$ cat config.mk
export PLATFORM = sky130hd
export DESIGN_NAME = shcd_dispatch
export DESIGN_NICKNAME = d
export VERILOG_FILES = /design/src/rtl/shcd_pkg.sv /design/src/rtl/shcd_dispatch.sv
export SDC_FILE = /design/constraint.sdc
export NUM_CORES = 1
export LEC_CHECK = 0
export BUFFER_PORTS_ARGS = -buffer_cell sky130_fd_sc_hd__clkbuf_2
export CAP_MARGIN = 20
export CELL_PAD_IN_SITES_DETAIL_PLACEMENT = 1
export CELL_PAD_IN_SITES_GLOBAL_PLACEMENT = 2
export CORE_MARGIN = 2
export CORE_UTILIZATION = 44
export CTS_CLUSTER_SIZE = 20
export DETAILED_ROUTE_END_ITERATION = 6
export PLACE_DENSITY = 0.87
export SYNTH_ARGS = -nofsm -noshare
export SYNTH_HDL_FRONTEND = slang
export SYNTH_SLANG_ARGS = --single-unit
export TNS_END_PERCENT = 50
$ cat constraint.sdc
create_clock -name clk_sys -period 5.8 [get_ports clk_sys]
set_input_delay 0 -clock clk_sys [delete_from_list [all_inputs] [get_ports clk_sys]]
set_output_delay 0 -clock clk_sys [all_outputs]
set_load 0.02 [all_outputs]
$ cat src/rtl/shcd_pkg.sv
// Constants and carrier types for the sleep and health command dispatcher
package shcd_pkg;

    // --------------------------------------------------------------
    // Command opcodes and health-command key values
    // --------------------------------------------------------------
    localparam logic [7:0] SHCD_OP_SLEEP_A = 8'hE6;
    localparam logic [7:0] SHCD_OP_SLEEP_B = 8'h99;
    localparam logic [7:0] SHCD_OP_HEALTH = 8'hB0;
    localparam logic [7:0] SHCD_KEY_MID = 8'h4F;
    localparam logic [7:0] SHCD_KEY_HIGH = 8'hC2;

    // --------------------------------------------------------------
    // Health subcommand codes carried in the features byte
    // --------------------------------------------------------------
    localparam logic [7:0] SHCD_SUB_READ_VALUES = 8'hD0;
    localparam logic [7:0] SHCD_SUB_READ_THRESH = 8'hD1;
    localparam logic [7:0] SHCD_SUB_AUTOSAVE = 8'hD2;
    localparam logic [7:0] SHCD_SUB_SAVE_VALUES = 8'hD3;
    localparam logic [7:0] SHCD_SUB_OFFLINE_NOW = 8'hD4;
    localparam logic [7:0] SHCD_SUB_LOG_READ = 8'hD5;
    localparam logic [7:0] SHCD_SUB_LOG_WRITE = 8'hD6;
    localparam logic [7:0] SHCD_SUB_ENABLE = 8'hD8;
    localparam logic [7:0] SHCD_SUB_DISABLE = 8'hD9;
    localparam logic [7:0] SHCD_SUB_STATUS = 8'hDA;
    localparam logic [7:0] SHCD_SUB_AUTO_OFFLINE = 8'hDB;

    // --------------------------------------------------------------
    // Flag positions in the status and error registers
    // --------------------------------------------------------------
    localparam int SHCD_STAT_BUSY = 7;
    localparam int SHCD_STAT_READY = 6;
    localparam int SHCD_STAT_FAULT = 5;
    localparam int SHCD_STAT_SEEK = 4;
    localparam int SHCD_STAT_DRQ = 3;
    localparam int SHCD_STAT_CORR = 2;
    localparam int SHCD_STAT_INDEX = 1;
    localparam int SHCD_STAT_ERR = 0;
    localparam int SHCD_ERR_ABORT = 2;

    // --------------------------------------------------------------
    // Register values and transfer sizing
    // --------------------------------------------------------------
    localparam logic [7:0] SHCD_STATUS_RST = 8'h50;
    localparam logic [7:0] SHCD_STATUS_BUSY = 8'h80;
    localparam logic [7:0] SHCD_STATUS_XFER = 8'h58;
    localparam logic [7:0] SHCD_STATUS_ABORT = 8'h51;
    localparam logic [7:0] SHCD_ERROR_RST = 8'h00;
    localparam logic [7:0] SHCD_ERROR_ABORT = 8'h04;
    localparam logic [7:0] SHCD_STATUS_ZERO_MASK = 8'h26;
    localparam logic [7:0] SHCD_ERROR_ZERO_MASK = 8'hFB;
    localparam int SHCD_XFER_BYTES = 512;
    localparam int SHCD_CNT_W = 10;
    localparam int SHCD_DATA_W = 8;
    localparam int SHCD_FIFO_DEPTH = 16;

    // Shadow command block as latched by the link logic
    typedef struct packed {
        logic [7:0] features;
        logic [7:0] sector_count;
        logic [7:0] lba_low;
        logic [7:0] lba_mid;
        logic [7:0] lba_high;
        logic [7:0] command;
    } shcd_cmd_block_type;

endpackage

$ cat src/rtl/shcd_dispatch.sv
// Sleep and health command dispatcher with its data-in FIFO
`timescale 1ns/1ps
// Overview of operation
// Opcodes E6h and 99h both start the same sleep sequence.
// Only the sleep command moves the block into its sleep state.
// Cached writes are flushed to media before spin-down begins.
// After spin-down the interface goes inactive and ignores commands.
// Software reset or COMRESET alone wakes the block from sleep.
// Spindle already stopped: skip spin-down, go straight to sleep.
// Health command is B0h with keys 4Fh mid and C2h high.
// Host loads the subcommand into features before the opcode.
// Subcommand codes D0h-D6h, D8h-DBh are recognised.
// D0h saves attribute values then sends 512 bytes data-in.
// D1h fetches thresholds then sends 512 bytes data-in.
// Unknown subcommand or wrong keys ends with abort and error set.
// Only abort, busy, ready, seek-complete, DRQ and error bits carry meaning.

// ------------------------------------------------------------------
// Data FIFO
// ------------------------------------------------------------------
module shcd_fifo
    import shcd_pkg::*;
#(
    parameter int WIDTH = SHCD_DATA_W,
    parameter int DEPTH = SHCD_FIFO_DEPTH
)(
    input wire logic clk_sys,
    input wire logic srst,
    input wire logic clr,
    input wire logic [WIDTH-1:0] in_data,
    input wire logic in_valid,
    output logic in_ready,
    output logic [WIDTH-1:0] out_data,
    output logic out_valid,
    input wire logic out_ready
);
    localparam int AW = $clog2(DEPTH);

    logic [AW:0] wr_r, wr_nxt, rd_r, rd_nxt;
    logic [WIDTH-1:0] mem_r [DEPTH];

    // Extra pointer bit tells full from empty
    assign in_ready = (wr_r - rd_r) != (AW+1)'(DEPTH);
    assign out_valid = wr_r != rd_r;
    assign out_data = mem_r[rd_r[AW-1:0]];

    // Pointer advance
    always_comb
    begin
        wr_nxt = wr_r;
        rd_nxt = rd_r;
        if (in_valid && in_ready)
            wr_nxt = wr_r + 1'b1;
        if (out_valid && out_ready)
            rd_nxt = rd_r + 1'b1;
        if (clr)
        begin
            wr_nxt = '0;
            rd_nxt = '0;
        end
    end

    // Pointer registers
    always_ff @(posedge clk_sys)
    begin
        if (srst)
        begin
            wr_r <= '0;
            rd_r <= '0;
        end
        else
        begin
            wr_r <= wr_nxt;
            rd_r <= rd_nxt;
        end
    end

    // Storage, no reset needed on data
    always_ff @(posedge clk_sys)
    begin
        if (in_valid && in_ready)
            mem_r[wr_r[AW-1:0]] <= in_data;
    end
endmodule

// ------------------------------------------------------------------
// Dispatcher
// ------------------------------------------------------------------
module shcd_dispatch
    import shcd_pkg::*;
(
    input wire logic clk_sys,
    input wire logic srst,
    input wire logic cmd_wr,
    input wire shcd_cmd_block_type cmd_blk,
    input wire logic soft_reset,
    input wire logic comreset,
    input wire logic spindle_stopped,
    output logic flush_req,
    input wire logic flush_done,
    output logic spin_req,
    input wire logic spin_done,
    output logic save_req,
    input wire logic save_done,
    output logic fetch_req,
    input wire logic fetch_done,
    input wire logic [SHCD_DATA_W-1:0] media_data,
    input wire logic media_valid,
    output logic media_ready,
    output logic [SHCD_DATA_W-1:0] host_data,
    output logic host_valid,
    input wire logic host_ready,
    output logic [7:0] command_error_flags,
    output logic [7:0] device_status_flags,
    output logic iface_inactive
);
    typedef enum logic [2:0] {
        ST_IDLE, ST_FLUSH, ST_SPIN, ST_SLEEP, ST_SAVE, ST_FETCH, ST_XFER
    } shcd_state_type;

    shcd_state_type state_r, state_nxt;
    logic [7:0] status_r, status_nxt, error_r, error_nxt;
    logic flush_r, flush_nxt, spin_r, spin_nxt;
    logic save_r, save_nxt, fetch_r, fetch_nxt;
    logic inactive_r, inactive_nxt;
    logic [SHCD_CNT_W-1:0] cnt_r, cnt_nxt;
    logic wake, xfer_open, fifo_in_ready, push, fifo_empty, fifo_valid;
    logic keys_ok;

    // Sleep opcode decode, used by the next-state logic only
    function automatic logic is_sleep_op(input logic [7:0] op);
        return op == SHCD_OP_SLEEP_A || op == SHCD_OP_SLEEP_B;
    endfunction

    // recognised codes; D7h is a hole in the set
    function automatic logic is_sub_code(input logic [7:0] f);
        return (f >= SHCD_SUB_READ_VALUES && f <= SHCD_SUB_LOG_WRITE) ||
               (f >= SHCD_SUB_ENABLE && f <= SHCD_SUB_AUTO_OFFLINE);
    endfunction

    // key check
    assign keys_ok = cmd_blk.lba_mid == SHCD_KEY_MID &&
                     cmd_blk.lba_high == SHCD_KEY_HIGH;
    // wake sources
    assign wake = soft_reset || comreset;
    // Window closes at 512 so a chatty media side cannot overrun
    assign xfer_open = state_r == ST_XFER &&
                       cnt_r < SHCD_CNT_W'(SHCD_XFER_BYTES);
    assign push = xfer_open && media_valid && fifo_in_ready;
    assign media_ready = xfer_open && fifo_in_ready;
    assign fifo_empty = !fifo_valid;
    assign host_valid = fifo_valid;

    // Sector buffer between media and host
    shcd_fifo #(.WIDTH(SHCD_DATA_W), .DEPTH(SHCD_FIFO_DEPTH)) u_fifo (
        .clk_sys(clk_sys),
        .srst(srst),
        .clr(wake),
        .in_data(media_data),
        .in_valid(push),
        .in_ready(fifo_in_ready),
        .out_data(host_data),
        .out_valid(fifo_valid),
        .out_ready(host_ready)
    );

    // Command sequencer next state
    always_comb
    begin
        state_nxt = state_r;
        status_nxt = status_r;
        error_nxt = error_r;
        flush_nxt = flush_r;
        spin_nxt = spin_r;
        save_nxt = save_r;
        fetch_nxt = fetch_r;
        inactive_nxt = inactive_r;
        cnt_nxt = cnt_r;
        case (state_r)
            ST_IDLE:
            begin
                // features byte is taken with the opcode write
                if (cmd_wr && is_sleep_op(cmd_blk.command))
                begin
                    // both opcodes begin with a flush
                    state_nxt = ST_FLUSH;
                    flush_nxt = 1'b1;
                    status_nxt = SHCD_STATUS_BUSY;
                    error_nxt = SHCD_ERROR_RST;
                end
                else if (cmd_wr && cmd_blk.command == SHCD_OP_HEALTH)
                begin
                    error_nxt = SHCD_ERROR_RST;
                    status_nxt = SHCD_STATUS_RST;
                    // bad keys or code abort at once
                    if (!keys_ok || !is_sub_code(cmd_blk.features))
                    begin
                        status_nxt = SHCD_STATUS_ABORT;
                        error_nxt = SHCD_ERROR_ABORT;
                    end
                    // save values first
                    else if (cmd_blk.features == SHCD_SUB_READ_VALUES)
                    begin
                        state_nxt = ST_SAVE;
                        save_nxt = 1'b1;
                        status_nxt = SHCD_STATUS_BUSY;
                    end
                    // fetch thresholds first
                    else if (cmd_blk.features == SHCD_SUB_READ_THRESH)
                    begin
                        state_nxt = ST_FETCH;
                        fetch_nxt = 1'b1;
                        status_nxt = SHCD_STATUS_BUSY;
                    end
                end
            end
            ST_FLUSH:
            begin
                if (flush_done)
                begin
                    flush_nxt = 1'b0;
                    // stopped spindle skips spin-down
                    if (spindle_stopped)
                    begin
                        state_nxt = ST_SLEEP;
                        inactive_nxt = 1'b1;
                        status_nxt = SHCD_STATUS_RST;
                    end
                    else
                    begin
                        // spin-down only after flush
                        state_nxt = ST_SPIN;
                        spin_nxt = 1'b1;
                    end
                end
            end
            ST_SPIN:
            begin
                if (spin_done)
                begin
                    // sleep path alone sets inactive
                    spin_nxt = 1'b0;
                    state_nxt = ST_SLEEP;
                    inactive_nxt = 1'b1;
                    status_nxt = SHCD_STATUS_RST;
                end
            end
            ST_SLEEP:
            begin
                // commands are ignored here
                state_nxt = ST_SLEEP;
            end
            ST_SAVE, ST_FETCH:
            begin
                if ((state_r == ST_SAVE && save_done) ||
                    (state_r == ST_FETCH && fetch_done))
                begin
                    save_nxt = 1'b0;
                    fetch_nxt = 1'b0;
                    state_nxt = ST_XFER;
                    cnt_nxt = '0;
                    status_nxt = SHCD_STATUS_XFER;
                end
            end
            ST_XFER:
            begin
                // exactly 512 bytes offered
                if (push)
                    cnt_nxt = cnt_r + 1'b1;
                if (cnt_r == SHCD_CNT_W'(SHCD_XFER_BYTES) && fifo_empty)
                begin
                    state_nxt = ST_IDLE;
                    status_nxt = SHCD_STATUS_RST;
                end
            end
            default:
            begin
                state_nxt = ST_IDLE;
            end
        endcase
        // resets pull the block out of any state
        if (wake)
        begin
            state_nxt = ST_IDLE;
            status_nxt = SHCD_STATUS_RST;
            error_nxt = SHCD_ERROR_RST;
            flush_nxt = 1'b0;
            spin_nxt = 1'b0;
            save_nxt = 1'b0;
            fetch_nxt = 1'b0;
            inactive_nxt = 1'b0;
        end
    end

    // registers load only clean status codes
    always_ff @(posedge clk_sys)
    begin
        if (srst)
        begin
            state_r <= ST_IDLE;
            status_r <= SHCD_STATUS_RST;
            error_r <= SHCD_ERROR_RST;
            flush_r <= 1'b0;
            spin_r <= 1'b0;
            save_r <= 1'b0;
            fetch_r <= 1'b0;
            inactive_r <= 1'b0;
            cnt_r <= '0;
        end
        else
        begin
            state_r <= state_nxt;
            status_r <= status_nxt;
            error_r <= error_nxt;
            flush_r <= flush_nxt;
            spin_r <= spin_nxt;
            save_r <= save_nxt;
            fetch_r <= fetch_nxt;
            inactive_r <= inactive_nxt;
            cnt_r <= cnt_nxt;
        end
    end

    assign flush_req = flush_r;
    assign spin_req = spin_r;
    assign save_req = save_r;
    assign fetch_req = fetch_r;
    assign iface_inactive = inactive_r;
    assign command_error_flags = error_r;
    assign device_status_flags = status_r;
endmodule

==> results of run 1 <==
## critical path, delay by kind of cell (launching register included)
family	cells	cell delay [ps]
buf+inv	1	80
flops	1	360
fa+ha+maj	1	330
simple gates	4	1420
compound gates	2	530
## power by group through the flow
stage / Combinational, uW / Sequential (uW) / Clock, uW
2_1_floorplan: 21.8 / 1300 / 0
3_3_place_gp: 48.0 / 1300 / 0
3_5_place_dp: 53.2 / 1300 / 0
4_1_cts: 54.9 / 1270 / 1230
5_1_grt: 60.0 / 1270 / 1280
6_report: 54.3 / 1270 / 1210
## through the flow
step | cell area [sq um] | power, uW
after floorplan | 7220 | 1320
after global placement | 7690 | 1340
after detailed placement | 7690 | 1350
after CTS | 8360 | 2560
after global routing | 8360 | 2610
final | 8360 | 2540
## cell families after synthesis
group | count (synthesis)
multiplexers | 43
flip-flops | 165
other | 1
XOR/XNOR | 7
AND/OR/NAND/NOR | 134
adder cells (fa/ha/maj) | 11
buffers and inverters | 49
AO/OA/AOI/OAI | 68
## sequential cells by signal (all words and copies together) (netlist names), named ones only
signal	cells
device_status_flags	4
cnt_r	10
state_r	3
spin_req	1
command_error_flags	1
u_fifo.wr_r	5
iface_inactive	1
flush_req	1
fetch_req	1
save_req	1
u_fifo.rd_r	5
u_fifo.mem_r	128
## final timing paths
kind	start	slack [ps]	to	cells after the start
setup / recovery	u_fifo.rd_r[1]	2710	u_fifo.mem_r[2][4]	8
hold / removal	media_data[7]	10	u_fifo.mem_r[8][7]	1
setup reg to reg	u_fifo.rd_r[1]	2710	u_fifo.mem_r[2][4]	8
hold reg to reg	device_status_flags[6]	460	device_status_flags[6]	2
## synth_stat cells (8+ instances only)
| cell type | count |
|---|---|
| dfxtp_1 | 37 |
| nand3_1 | 9 |
| and3_1 | 23 |
| edfxtp_1 | 128 |
| nor3_1 | 11 |
| buf_2 | 8 |
| ha_1 | 11 |
| a21oi_1 | 19 |
| nand2_1 | 19 |
| mux4_2 | 40 |
| inv_1 | 16 |
| buf_4 | 11 |
| nor2_1 | 27 |
## per-layer routing
layer  vias up  global-route usage, %
met1      2226                   23.9
met5         -                      0
met2       119                   38.4
met4         0                   5.68
li1       2001                      -
met3        18                   5.15
## final cells by class
class	count	share of cell area (%)
Sequential cell	165	54.9
Multi-Input combinational cell	273	28.6
Clock buffer	17	5.09
Timing Repair Buffer	77	4.85
Tap cell	216	3.23
Clock inverter	15	2.54
Inverter	17	0.763
==> impl_results.md, run 1 <==
- Synth Warn #: 0
- Period utilization: a little over half
- Area of the multi-input gates: around 2400 sq um
- Slowest CP cell: and3_1
- CTS resizes: 0
- Post-Synth Adder-Cell Area: approximately 1.9%
- Sequential power share: between 50 and 60%
- Slew margin rel.: a little over a third
- Site row count: between 40 and 50
- Synth top area share: a little over half
- Antenna Diode Count: 0
- Clock Tree Root: clkbuf_16
- Multiplexer share of the synthesized area: 13.0%
- Detail Route Antenna Nets: 0
- Max incr delay on CP: just under 600 ps
- Fin crit period: 3090 ps
- Worst-Skew Late Latency: roughly 430 ps
- Setup CP Type: flip-flop to flip-flop
- GRT Util Overall: ~21%
- Synthesized area per cell: roughly 15 sq um
- DRC viols: 0
- Synth Area in XOR/XNOR: less than 1%
- Number of synthesized flops with an enable pin: between 100 and 150
- # clock sinks: 165
- DP Wirelength: 12.1 mm
- Top layer in use: met4
- CTS buffer count: 17
- Port Buffer Count: 72
- Syn Std Cell Area: a little over 7000 sq um
- Cell-by-cell trace of the critical path: inv_1 > ha_1 > nor2b_1 > o211a_1 > or3_1 > a41o_1 > nor2_4 > and3_1
- Die X: roughly 130 um
- Clock skew: ~8.0 ps
- Status: finished clean
- Initial Utilization: a little under half
- WL/cell: about 22 um
- Aggregate global routing overflow: 0
- Drt first pass iters: 5
- Dpl cells: 745
- Final worst slack: 2710 ps
- Switching Fraction: roughly a fifth
- RSZ-0062 raised after global routing: false
- Pwr/cell area: a little over 300 nW/um^2
- #FFs+latches synth: approximately 170
- Commonest non-fill, non-tap cells in the layout: edfxtp_1, clkbuf_2, mux4_2, dfxtp_1, nor2_1
- Synth top area cells: edfxtp_1, mux4_2, dfxtp_1
- CTS max path bufs: 2
- Layout cells sized above 1: between 20% and 30%
- Post-Synth Simple-Gate Area: a little over a tenth
- Startpoint types: flip-flop
- Setup Buffers After CTS: 0
- Fin Hold WS: roughly 11 ps
- DR vias/cell: roughly 5.6
- Internal power: just over 2000 uW
- Ys async rst share: 0%
- Sequential fraction of the synthesis area: between 60 and 70%
- Final setup fails: 0
- Crit end category: flip-flop
- Initial DRC count: roughly 250
- Routed met1 length: around 6.5 mm
- Final design utilization: between 50% and 60%
- Vias in the first global route: roughly 4800
- Full die area: 17400 sq um
- Core area: around 16000 sq um
- Gate power share: ~2.1%
- CTS tree: built
- Register Area: roughly 4600 sq um
- WL met2: between 9 and 10 mm
- Area grow syn2layout: 16.3%
- Post-CTS Hold Buffers: 3
- Commonest non-fill, non-tap cell in the layout: edfxtp_1
- Cell taking the most area after synthesis: edfxtp_1
- Nets: 630
- Post-Route WL: about 17 mm
- Pre-CTS WS: about 2800 ps
- Main flop type after synthesis: edfxtp_1
- Worst Max-Slew Pin Slew: around 950 ps
- CP max FO: 16
- First-pass GRT wire length: around 27 mm
- Maximum VDD drop: 0.183 mV
- Pin count of the biggest net entering global routing: 33
- Max-Cap Viols: 0
- Switch Pwr: between 500 and 600 uW
- CP arrival: ~3200 ps
- Post-route insts no fill: 780
- Leak: between 0.002 and 0.003 uW
- Clock-pin slew on the worst setup and hold paths: 70 ps
- Unique masters post-synth: between 60 and 70
- GP Congestion: about 0.77
- Max-slew violations: 0
- Post-Synthesis Cells: between 400 and 500
- Layout filler cell count: between 1500 and 2000
- Die Ht: 132 um
- Synth Area in Compound Gates: between 6 and 7%
- FMAX: approximately 320 MHz
- Initial antenna violation count: 0
- Top Ports: 99
- Worst EP required: a little under 6000 ps
- Met3 WL: slightly below 900 um
- Routed vias: about 4400
- Setup TNS: 0 ps
- Final count of hold timing violations: 0
- Largest family of logic cells by synthesized area: multiplexers
- Hold crit path type: input pin to flip-flop
- Clock Power Share: a little under half
- H-Tree Level Count: 4
Power figures use the tool's default switching activity.
==> run 2, diff against run 1 <==
CORE_UTILIZATION = 37   (was 44)
PLACE_DENSITY = 0.78   (was 0.87)
clock period = 2.7 ns   (was 5.8 ns; I/O delays follow)
==> impl_results.md, run 2 (same netlist as run 1, synthesis figures left out) <==
- Antenna Diode Count: 0 (unchanged)
- Full die area: 20600 sq um (was 17400 sq um)
- Hold crit path type: input pin to flip-flop (unchanged)
- Worst EP required: 2700 ps (was 5860 ps)
- Commonest non-fill, non-tap cell in the layout: edfxtp_1 (unchanged)
- Clock Tree Root: clkbuf_16 (unchanged)
- Gate power share: 2.3% (was 2.1%)
- Commonest non-fill, non-tap cells in the layout: edfxtp_1, clkbuf_2, mux4_2, dfxtp_1, nor2_1 (unchanged)
- Clock Power Share: 46.7% (was 47.7%)
- Period utilization: a little over nine tenths
- Core area: 18900 sq um (was 15900 sq um)
- Die Ht: 143 um (was 132 um)
- DR vias/cell: 5.21 (was 5.59)
- GRT Util Overall: 17.7% (was 20.7%)
- WL/cell: 20.0 um (was 22.0 um)
- Initial Utilization: 38.0% (was 45.1%)
- Post-route cell area: 8760 sq um (was 8360 sq um)
- Aggregate global routing overflow: 0 (unchanged)
- Initial DRC count: 225 (was 247)
- Clock skew: 15.7 ps (was 8.04 ps)
- Maximum VDD drop: 0.429 mV (was 0.183 mV)
- Pwr/cell area: 611 nW/um^2 (was 303 nW/um^2)
- Top Ports: 99 (unchanged)
- Initial antenna violation count: 0 (unchanged)
- Clock-pin slew on the worst setup and hold paths: 80 ps (was 70 ps)
- Setup Buffers After CTS: 0 (unchanged)
- Final setup fails: 0 (unchanged)
- Max-Cap Viols: 0 (unchanged)
- GP Congestion: 0.797 (was 0.766)
- Max reg flops: 128 (unchanged)
- Final count of hold timing violations: 0 (unchanged)
- Crit end category: primary output (was flip-flop)
- CP arrival: 2570 ps (was 3160 ps)
- Port Buffer Count: 72 (unchanged)
- Max-slew violations: 0 (unchanged)
- Nets: 660 (was 630)
- Pin count of the biggest net entering global routing: 33 (unchanged)
- Fin crit period: around 2600 ps
- Die X: 143 um (was 132 um)
- Site row count: 50 (was 46)
- Routed vias: 4453 (was 4364)
- CTS buffer count: 17 (unchanged)
- Internal power: 4110 uW (was 2020 uW)
- Status: finished clean (unchanged)
- CTS tree: built (unchanged)
- DP Area: 8060 sq um (was 7690 sq um)
- CTS max path bufs: 2 (unchanged)
- Slew margin rel.: 56.9% (was 36.4%)
- Final design utilization: 46.4% (was 52.4%)
- Post-Route WL: 17.1 mm (about the same)
- Area grow syn2layout: 21.8% (was 16.3%)
- Leak: 0.00310 uW (was 0.00292 uW)
- Worst-Skew Late Latency: 440 ps (was 430 ps)
- Worst Max-Slew Pin Slew: 647 ps (was 951 ps)
- FMAX: 389 MHz
- CP max FO: 10 (was 16)
- Sequential power share: 51.0% (was 50.1%)
- H-Tree Level Count: 4 (unchanged)
- Vias in the first global route: 4785 (was 4819)
- Drt first pass iters: 6 (was 5)
- Detail Route Antenna Nets: 0 (unchanged)
- Power, Total: 5350 uW (was 2540 uW)
- DP Wirelength: 12.2 mm (was 12.1 mm)
- Layout cells sized above 1: 32.2% (was 27.7%)
- First-pass GRT wire length: 27.1 mm (was 27.2 mm)
- Switching Fraction: 23.1% (was 20.3%)
- # clock sinks: 165 (unchanged)
- DRC viols: 0 (unchanged)
- Setup CP Type: flip-flop to primary output (was flip-flop to flip-flop)
- Startpoint types: flip-flop (unchanged)
- Switch Pwr: 1240 uW (was 516 uW)
run 2: path summary, 6_finish.rpt:
check                               from                     end  slack (ps)  cells past startpoint
hold reg to reg   device_status_flags[7]  device_status_flags[7]         460                      1
hold / removal             media_data[1]      u_fifo.mem_r[4][1]          20                      1
setup / recovery          u_fifo.rd_r[1]             media_ready         130                     10
setup reg to reg          u_fifo.rd_r[1]      u_fifo.mem_r[7][3]         140                     10
run 2: per-layer routing:
metal  global-route usage, %  part of all wire [%]  routed length [um]
met5                       0                     0                   0
met3                    2.87                   3.2                 541
met1                    22.4                    43                7380
met4                    5.83                   1.5                 250
met2                    31.0                    52                8940
run 2: area by class of cell:
type / instances / area, sq um
Timing Repair Buffer: 107 / 728
Multi-Input combinational cell: 273 / 2420
Clock inverter: 15 / 203
Fill cell: 1950 / 10100
Clock buffer: 17 / 425
Inverter: 17 / 63.8
Sequential cell: 165 / 4590
Tap cell: 260 / 325
run 2: power groups by stage:
| stage | clock network (uW) | registers [uW] | logic [uW] |
|---|---|---|---|
| 6_report | 2500 | 2730 | 122 |
| 4_1_cts | 2550 | 2730 | 123 |
| 5_1_grt | 2650 | 2730 | 136 |
| 3_5_place_dp | 0 | 2790 | 120 |
| 2_1_floorplan | 0 | 2790 | 46.9 |
| 3_3_place_gp | 0 | 2790 | 113 |
run 2: critical path, cell delays in order, from the launching register on:
cell and delay [ps]:
dfxtp_2 330, inv_1 70, ha_4 250, nor2b_1 130, o211a_1 220, or3_4 390, a41o_1 260, buf_4 160
inv_2 60, buf_8 140, buf_4 150
run 2: metrics by stage:
step	hold WS [ps]	setup TNS [ps]	setup slack (ps)	instances
final	18.3	0	128	854
after global placement	223	0	142	819
after floorplan	96.6	0	82.8	487
after detailed placement	223	0	58.3	819
after CTS	13.6	0	22.4	854
after global routing	50.5	-2.38	-2.38	854
run 2: timing repair:
item | CTS | global route
gates resized for setup | 3 | 6
pin swaps | 1 | 1
endpoints found under the setup margin | 1 | 108
hold endpoints to repair | 9 | 0
hold buffers | 3 | 0
==> run 3, diff against run 2 <==
ABC_AREA = 1   (was unset)
CORE_UTILIZATION = 33   (was 37)
PLACE_DENSITY = 0.77   (was 0.78)
==> impl_results.md, run 3 <==
- Layout filler cell count: 2539 (was 1950)
- Worst Max-Slew Pin Slew: 736 ps (was 647 ps)
- CP arrival: 2490 ps (was 2570 ps)
- Die X: 155 um (was 143 um)
- Fin crit period: 2360 ps (was 2570 ps)
- Maximum VDD drop: 0.359 mV (was 0.429 mV)
- Post-Synth Adder-Cell Area: 1.82% (was 1.91%)
- Largest family of logic cells by synthesized area: simple AND/OR/NAND/NOR gates (was multiplexers)
- DR vias/cell: 4.87 (was 5.21)
- CTS tree: built (unchanged)
- First-pass GRT wire length: 29.9 mm (was 27.1 mm)
- Gate power share: 2.4% (was 2.3%)
- Slowest CP cell: dfxtp_1 (was or3_4)
- Switch Pwr: 1200 uW (was 1240 uW)
- Pin count of the biggest net entering global routing: 61 (was 33)
- Most used cell, CP: nand2_1 (was buf_4)
- Multiplexer share of the synthesized area: 4.24% (was 13.0%)
- Setup Buffers After CTS: 0 (unchanged)
- Synth top area share: 50.9% (was 53.5%)
- Status: finished clean (unchanged)
- Aggregate global routing overflow: 0 (unchanged)
- Synth Area in XOR/XNOR: 0.348% (was 0.853%)
- Synth Warn #: 0 (unchanged)
- Crit end category: flip-flop (was primary output)
- FMAX: 424 MHz (was 389 MHz)
- Pwr/cell area: 588 nW/um^2 (was 611 nW/um^2)
- Initial antenna violation count: 0 (unchanged)
- Final worst slack: 340 ps (was 128 ps)
- Unique masters post-synth: 40 (was 64)
- Clock Tree Root: clkbuf_16 (unchanged)
- CP max FO: 9 (was 10)
- DRC viols: 0 (unchanged)
- Sequential fraction of the synthesis area: 60.7% (was 63.8%)
- Register Area: 4590 sq um (about the same)
- Main flop type after synthesis: edfxtp_1 (unchanged)
- Ys async rst share: 0% (unchanged)
- Core area: 22600 sq um (was 18900 sq um)
- Initial DRC count: 198 (was 225)
- Max-Cap Viols: 0 (unchanged)
- DP Area: 8330 sq um (was 8060 sq um)
- Drt first pass iters: 4 (was 6)
- Post-Route WL: 18.8 mm (was 17.1 mm)
- Layout cells sized above 1: 17.4% (was 32.2%)
- Commonest non-fill, non-tap cell in the layout: edfxtp_1 (unchanged)
- CTS buffer count: 17 (unchanged)
- Top Ports: 99 (unchanged)
- Synth Area in Compound Gates: 11.1% (was 6.53%)
- Max incr delay on CP: 350 ps (was 390 ps)
- Clock-pin slew on the worst setup and hold paths: 70 ps (was 80 ps)
- Switching Fraction: 22.7% (was 23.1%)
- Cell-by-cell trace of the critical path: inv_1 > ha_1 > a21oi_1 > nand2_1 > nand2_1 > nand2_1 > nand4_1 > nand2_4 > inv_2 > nand2_1 > nor2_1 > buf_4 (was inv_1 > ha_4 > nor2b_1 > o211a_1 > or3_4 > a41o_1 > buf_4 > inv_2 > buf_8 > buf_4)
- Hold crit path type: input pin to flip-flop (unchanged)
- Port Buffer Count: 72 (unchanged)
- Synthesized area per cell: 10.2 sq um (was 15.0 sq um)
- RSZ-0062 raised after global routing: false
- Slew margin rel.: 50.9% (was 56.9%)
- Max reg flops: 128 (unchanged)
- Final setup fails: 0 (unchanged)
- Top cells by count, synth: edfxtp_1, nand2_1, inv_1 (was edfxtp_1, mux4_2, dfxtp_1)
- Fin Hold WS: 19.0 ps (was 18.3 ps)
- Clock skew: 14.6 ps (was 15.7 ps)
- Pre-CTS WS: 293 ps (was 58.3 ps)
- Cell taking the most area after synthesis: edfxtp_1 (unchanged)
- #FFs+latches synth: 165 (unchanged)
- H-Tree Level Count: 4 (unchanged)
- Commonest non-fill, non-tap cells in the layout: edfxtp_1, nand2_1, inv_1, clkbuf_2, nor2_1 (was edfxtp_1, clkbuf_2, mux4_2, dfxtp_1, nor2_1)
- Post-CTS Hold Buffers: 9 (was 3)
- Setup TNS: 0 ps (unchanged)
- Post-Synth Simple-Gate Area: 15.1% (was 10.5%)
- Site row count: 55 (was 50)
- Syn Std Cell Area: 7550 sq um (was 7190 sq um)
- Worst EP required: 2830 ps (was 2700 ps)
- # clock sinks: 165 (unchanged)
- Post-route cell area: 9020 sq um (was 8760 sq um)
- Initial Utilization: 33.5% (was 38.0%)
- Number of synthesized flops with an enable pin: 128 (unchanged)
- Internal power: 4100 uW (was 4110 uW)
- GRT Util Overall: 16.4% (was 17.7%)
- Max-slew violations: 0 (unchanged)
- Setup CP Type: flip-flop to flip-flop (was flip-flop to primary output)
- Sequential power share: 51.5% (was 51.0%)
- GP Congestion: 0.741 (was 0.797)
- Final count of hold timing violations: 0 (unchanged)
- Full die area: 24100 sq um (was 20600 sq um)
- Clock Power Share: 46.1% (was 46.7%)
- Nets: 915 (was 660)
- CTS resizes: 0 (was 3)
- Synth top area cells: edfxtp_1, dfxtp_1, nand2_1 (was edfxtp_1, mux4_2, dfxtp_1)
- Startpoint types: flip-flop (unchanged)
- DP Wirelength: 13.1 mm (was 12.2 mm)
- Period utilization: 87.4% (was 95.3%)
- Routed vias: 5522 (was 4453)
- Detail Route Antenna Nets: 0 (unchanged)
- Worst-Skew Late Latency: 430 ps (was 440 ps)
- Area of the multi-input gates: 2500 sq um (was 2420 sq um)
- Count leader, synth: edfxtp_1 (unchanged)
- Die Ht: 155 um (was 143 um)
- Post-Synthesis Cells: 737 (was 478)
- Vias in the first global route: 5653 (was 4785)
- CTS max path bufs: 2 (unchanged)
- WL/cell: 16.6 um (was 20.0 um)
- Area grow syn2layout: 19.4% (was 21.8%)
- Antenna Diode Count: 0 (unchanged)
- Leak: 0.00336 uW (was 0.00310 uW)
-- run 3: metal layers --
layer,up-vias,global-route usage (%),part of all wire (%)
li1,2739,-,-
met1,2663,19.1,42
met2,101,30.2,53
met3,19,3.29,3.6
met4,0,5.02,1.4
met5,-,0,0
-- run 3: critical path, delay by kind of cell, from the launching register on --
family	cells	cell delay [ps]
AO/OA/AOI/OAI	1	190
flip-flops	1	350
buffers and inverters	3	370
adder cells (fa/ha/maj)	1	350
AND/OR/NAND/NOR	7	800
-- run 3: layout make-up --
class                      instances  area share (%)
sequential                       165            50.9
inverter                          84            3.52
clock buffer                      17            4.72
multi-input combinational        462            27.8
timing repair buffer             106            7.21
clock inverter                    15            1.98
tap                              285            3.95
-- run 3: path summary, 6_finish.rpt --
path | to | slack, ps | start | cells after the start
hold / removal | spin_req | 20 | spin_done | 4
setup reg to reg | u_fifo.mem_r[13][6] | 340 | u_fifo.rd_r[2] | 12
hold reg to reg | device_status_flags[3] | 470 | device_status_flags[3] | 2
setup / recovery | u_fifo.mem_r[13][6] | 340 | u_fifo.rd_r[2] | 12
-- run 3: cell families after synthesis --
| group | Yosys count |
|---|---|
| AO/OA/AOI/OAI | 147 |
| multiplexers | 32 |
| buffers and inverters | 119 |
| adder cells (fa/ha/maj) | 11 |
| XOR/XNOR | 3 |
| other | 1 |
| flip-flops | 165 |
| AND/OR/NAND/NOR | 259 |
-- run 3: stage by stage --
| stage | total power, uW | utilization (%) | cells |
|---|---|---|---|
| 2_1_floorplan | 2840 | - | 746 |
| 6_report | 5300 | 40.0 | 1134 |
| 3_5_place_dp | 2910 | 36.9 | 1093 |
| 4_1_cts | 5370 | 40.0 | 1134 |
| 5_1_grt | 5480 | 40.0 | 1134 |
| 3_3_place_gp | 2910 | 36.9 | 1093 |
-- run 3: power groups by stage --
stage / combinational [uW] / clock, uW / sequential [uW]
2_1_floorplan: 49.2 / 0 / 2790
3_3_place_gp: 120 / 0 / 2790
3_5_place_dp: 123 / 0 / 2790
4_1_cts: 130 / 2510 / 2730
5_1_grt: 142 / 2610 / 2730
6_report: 127 / 2450 / 2730
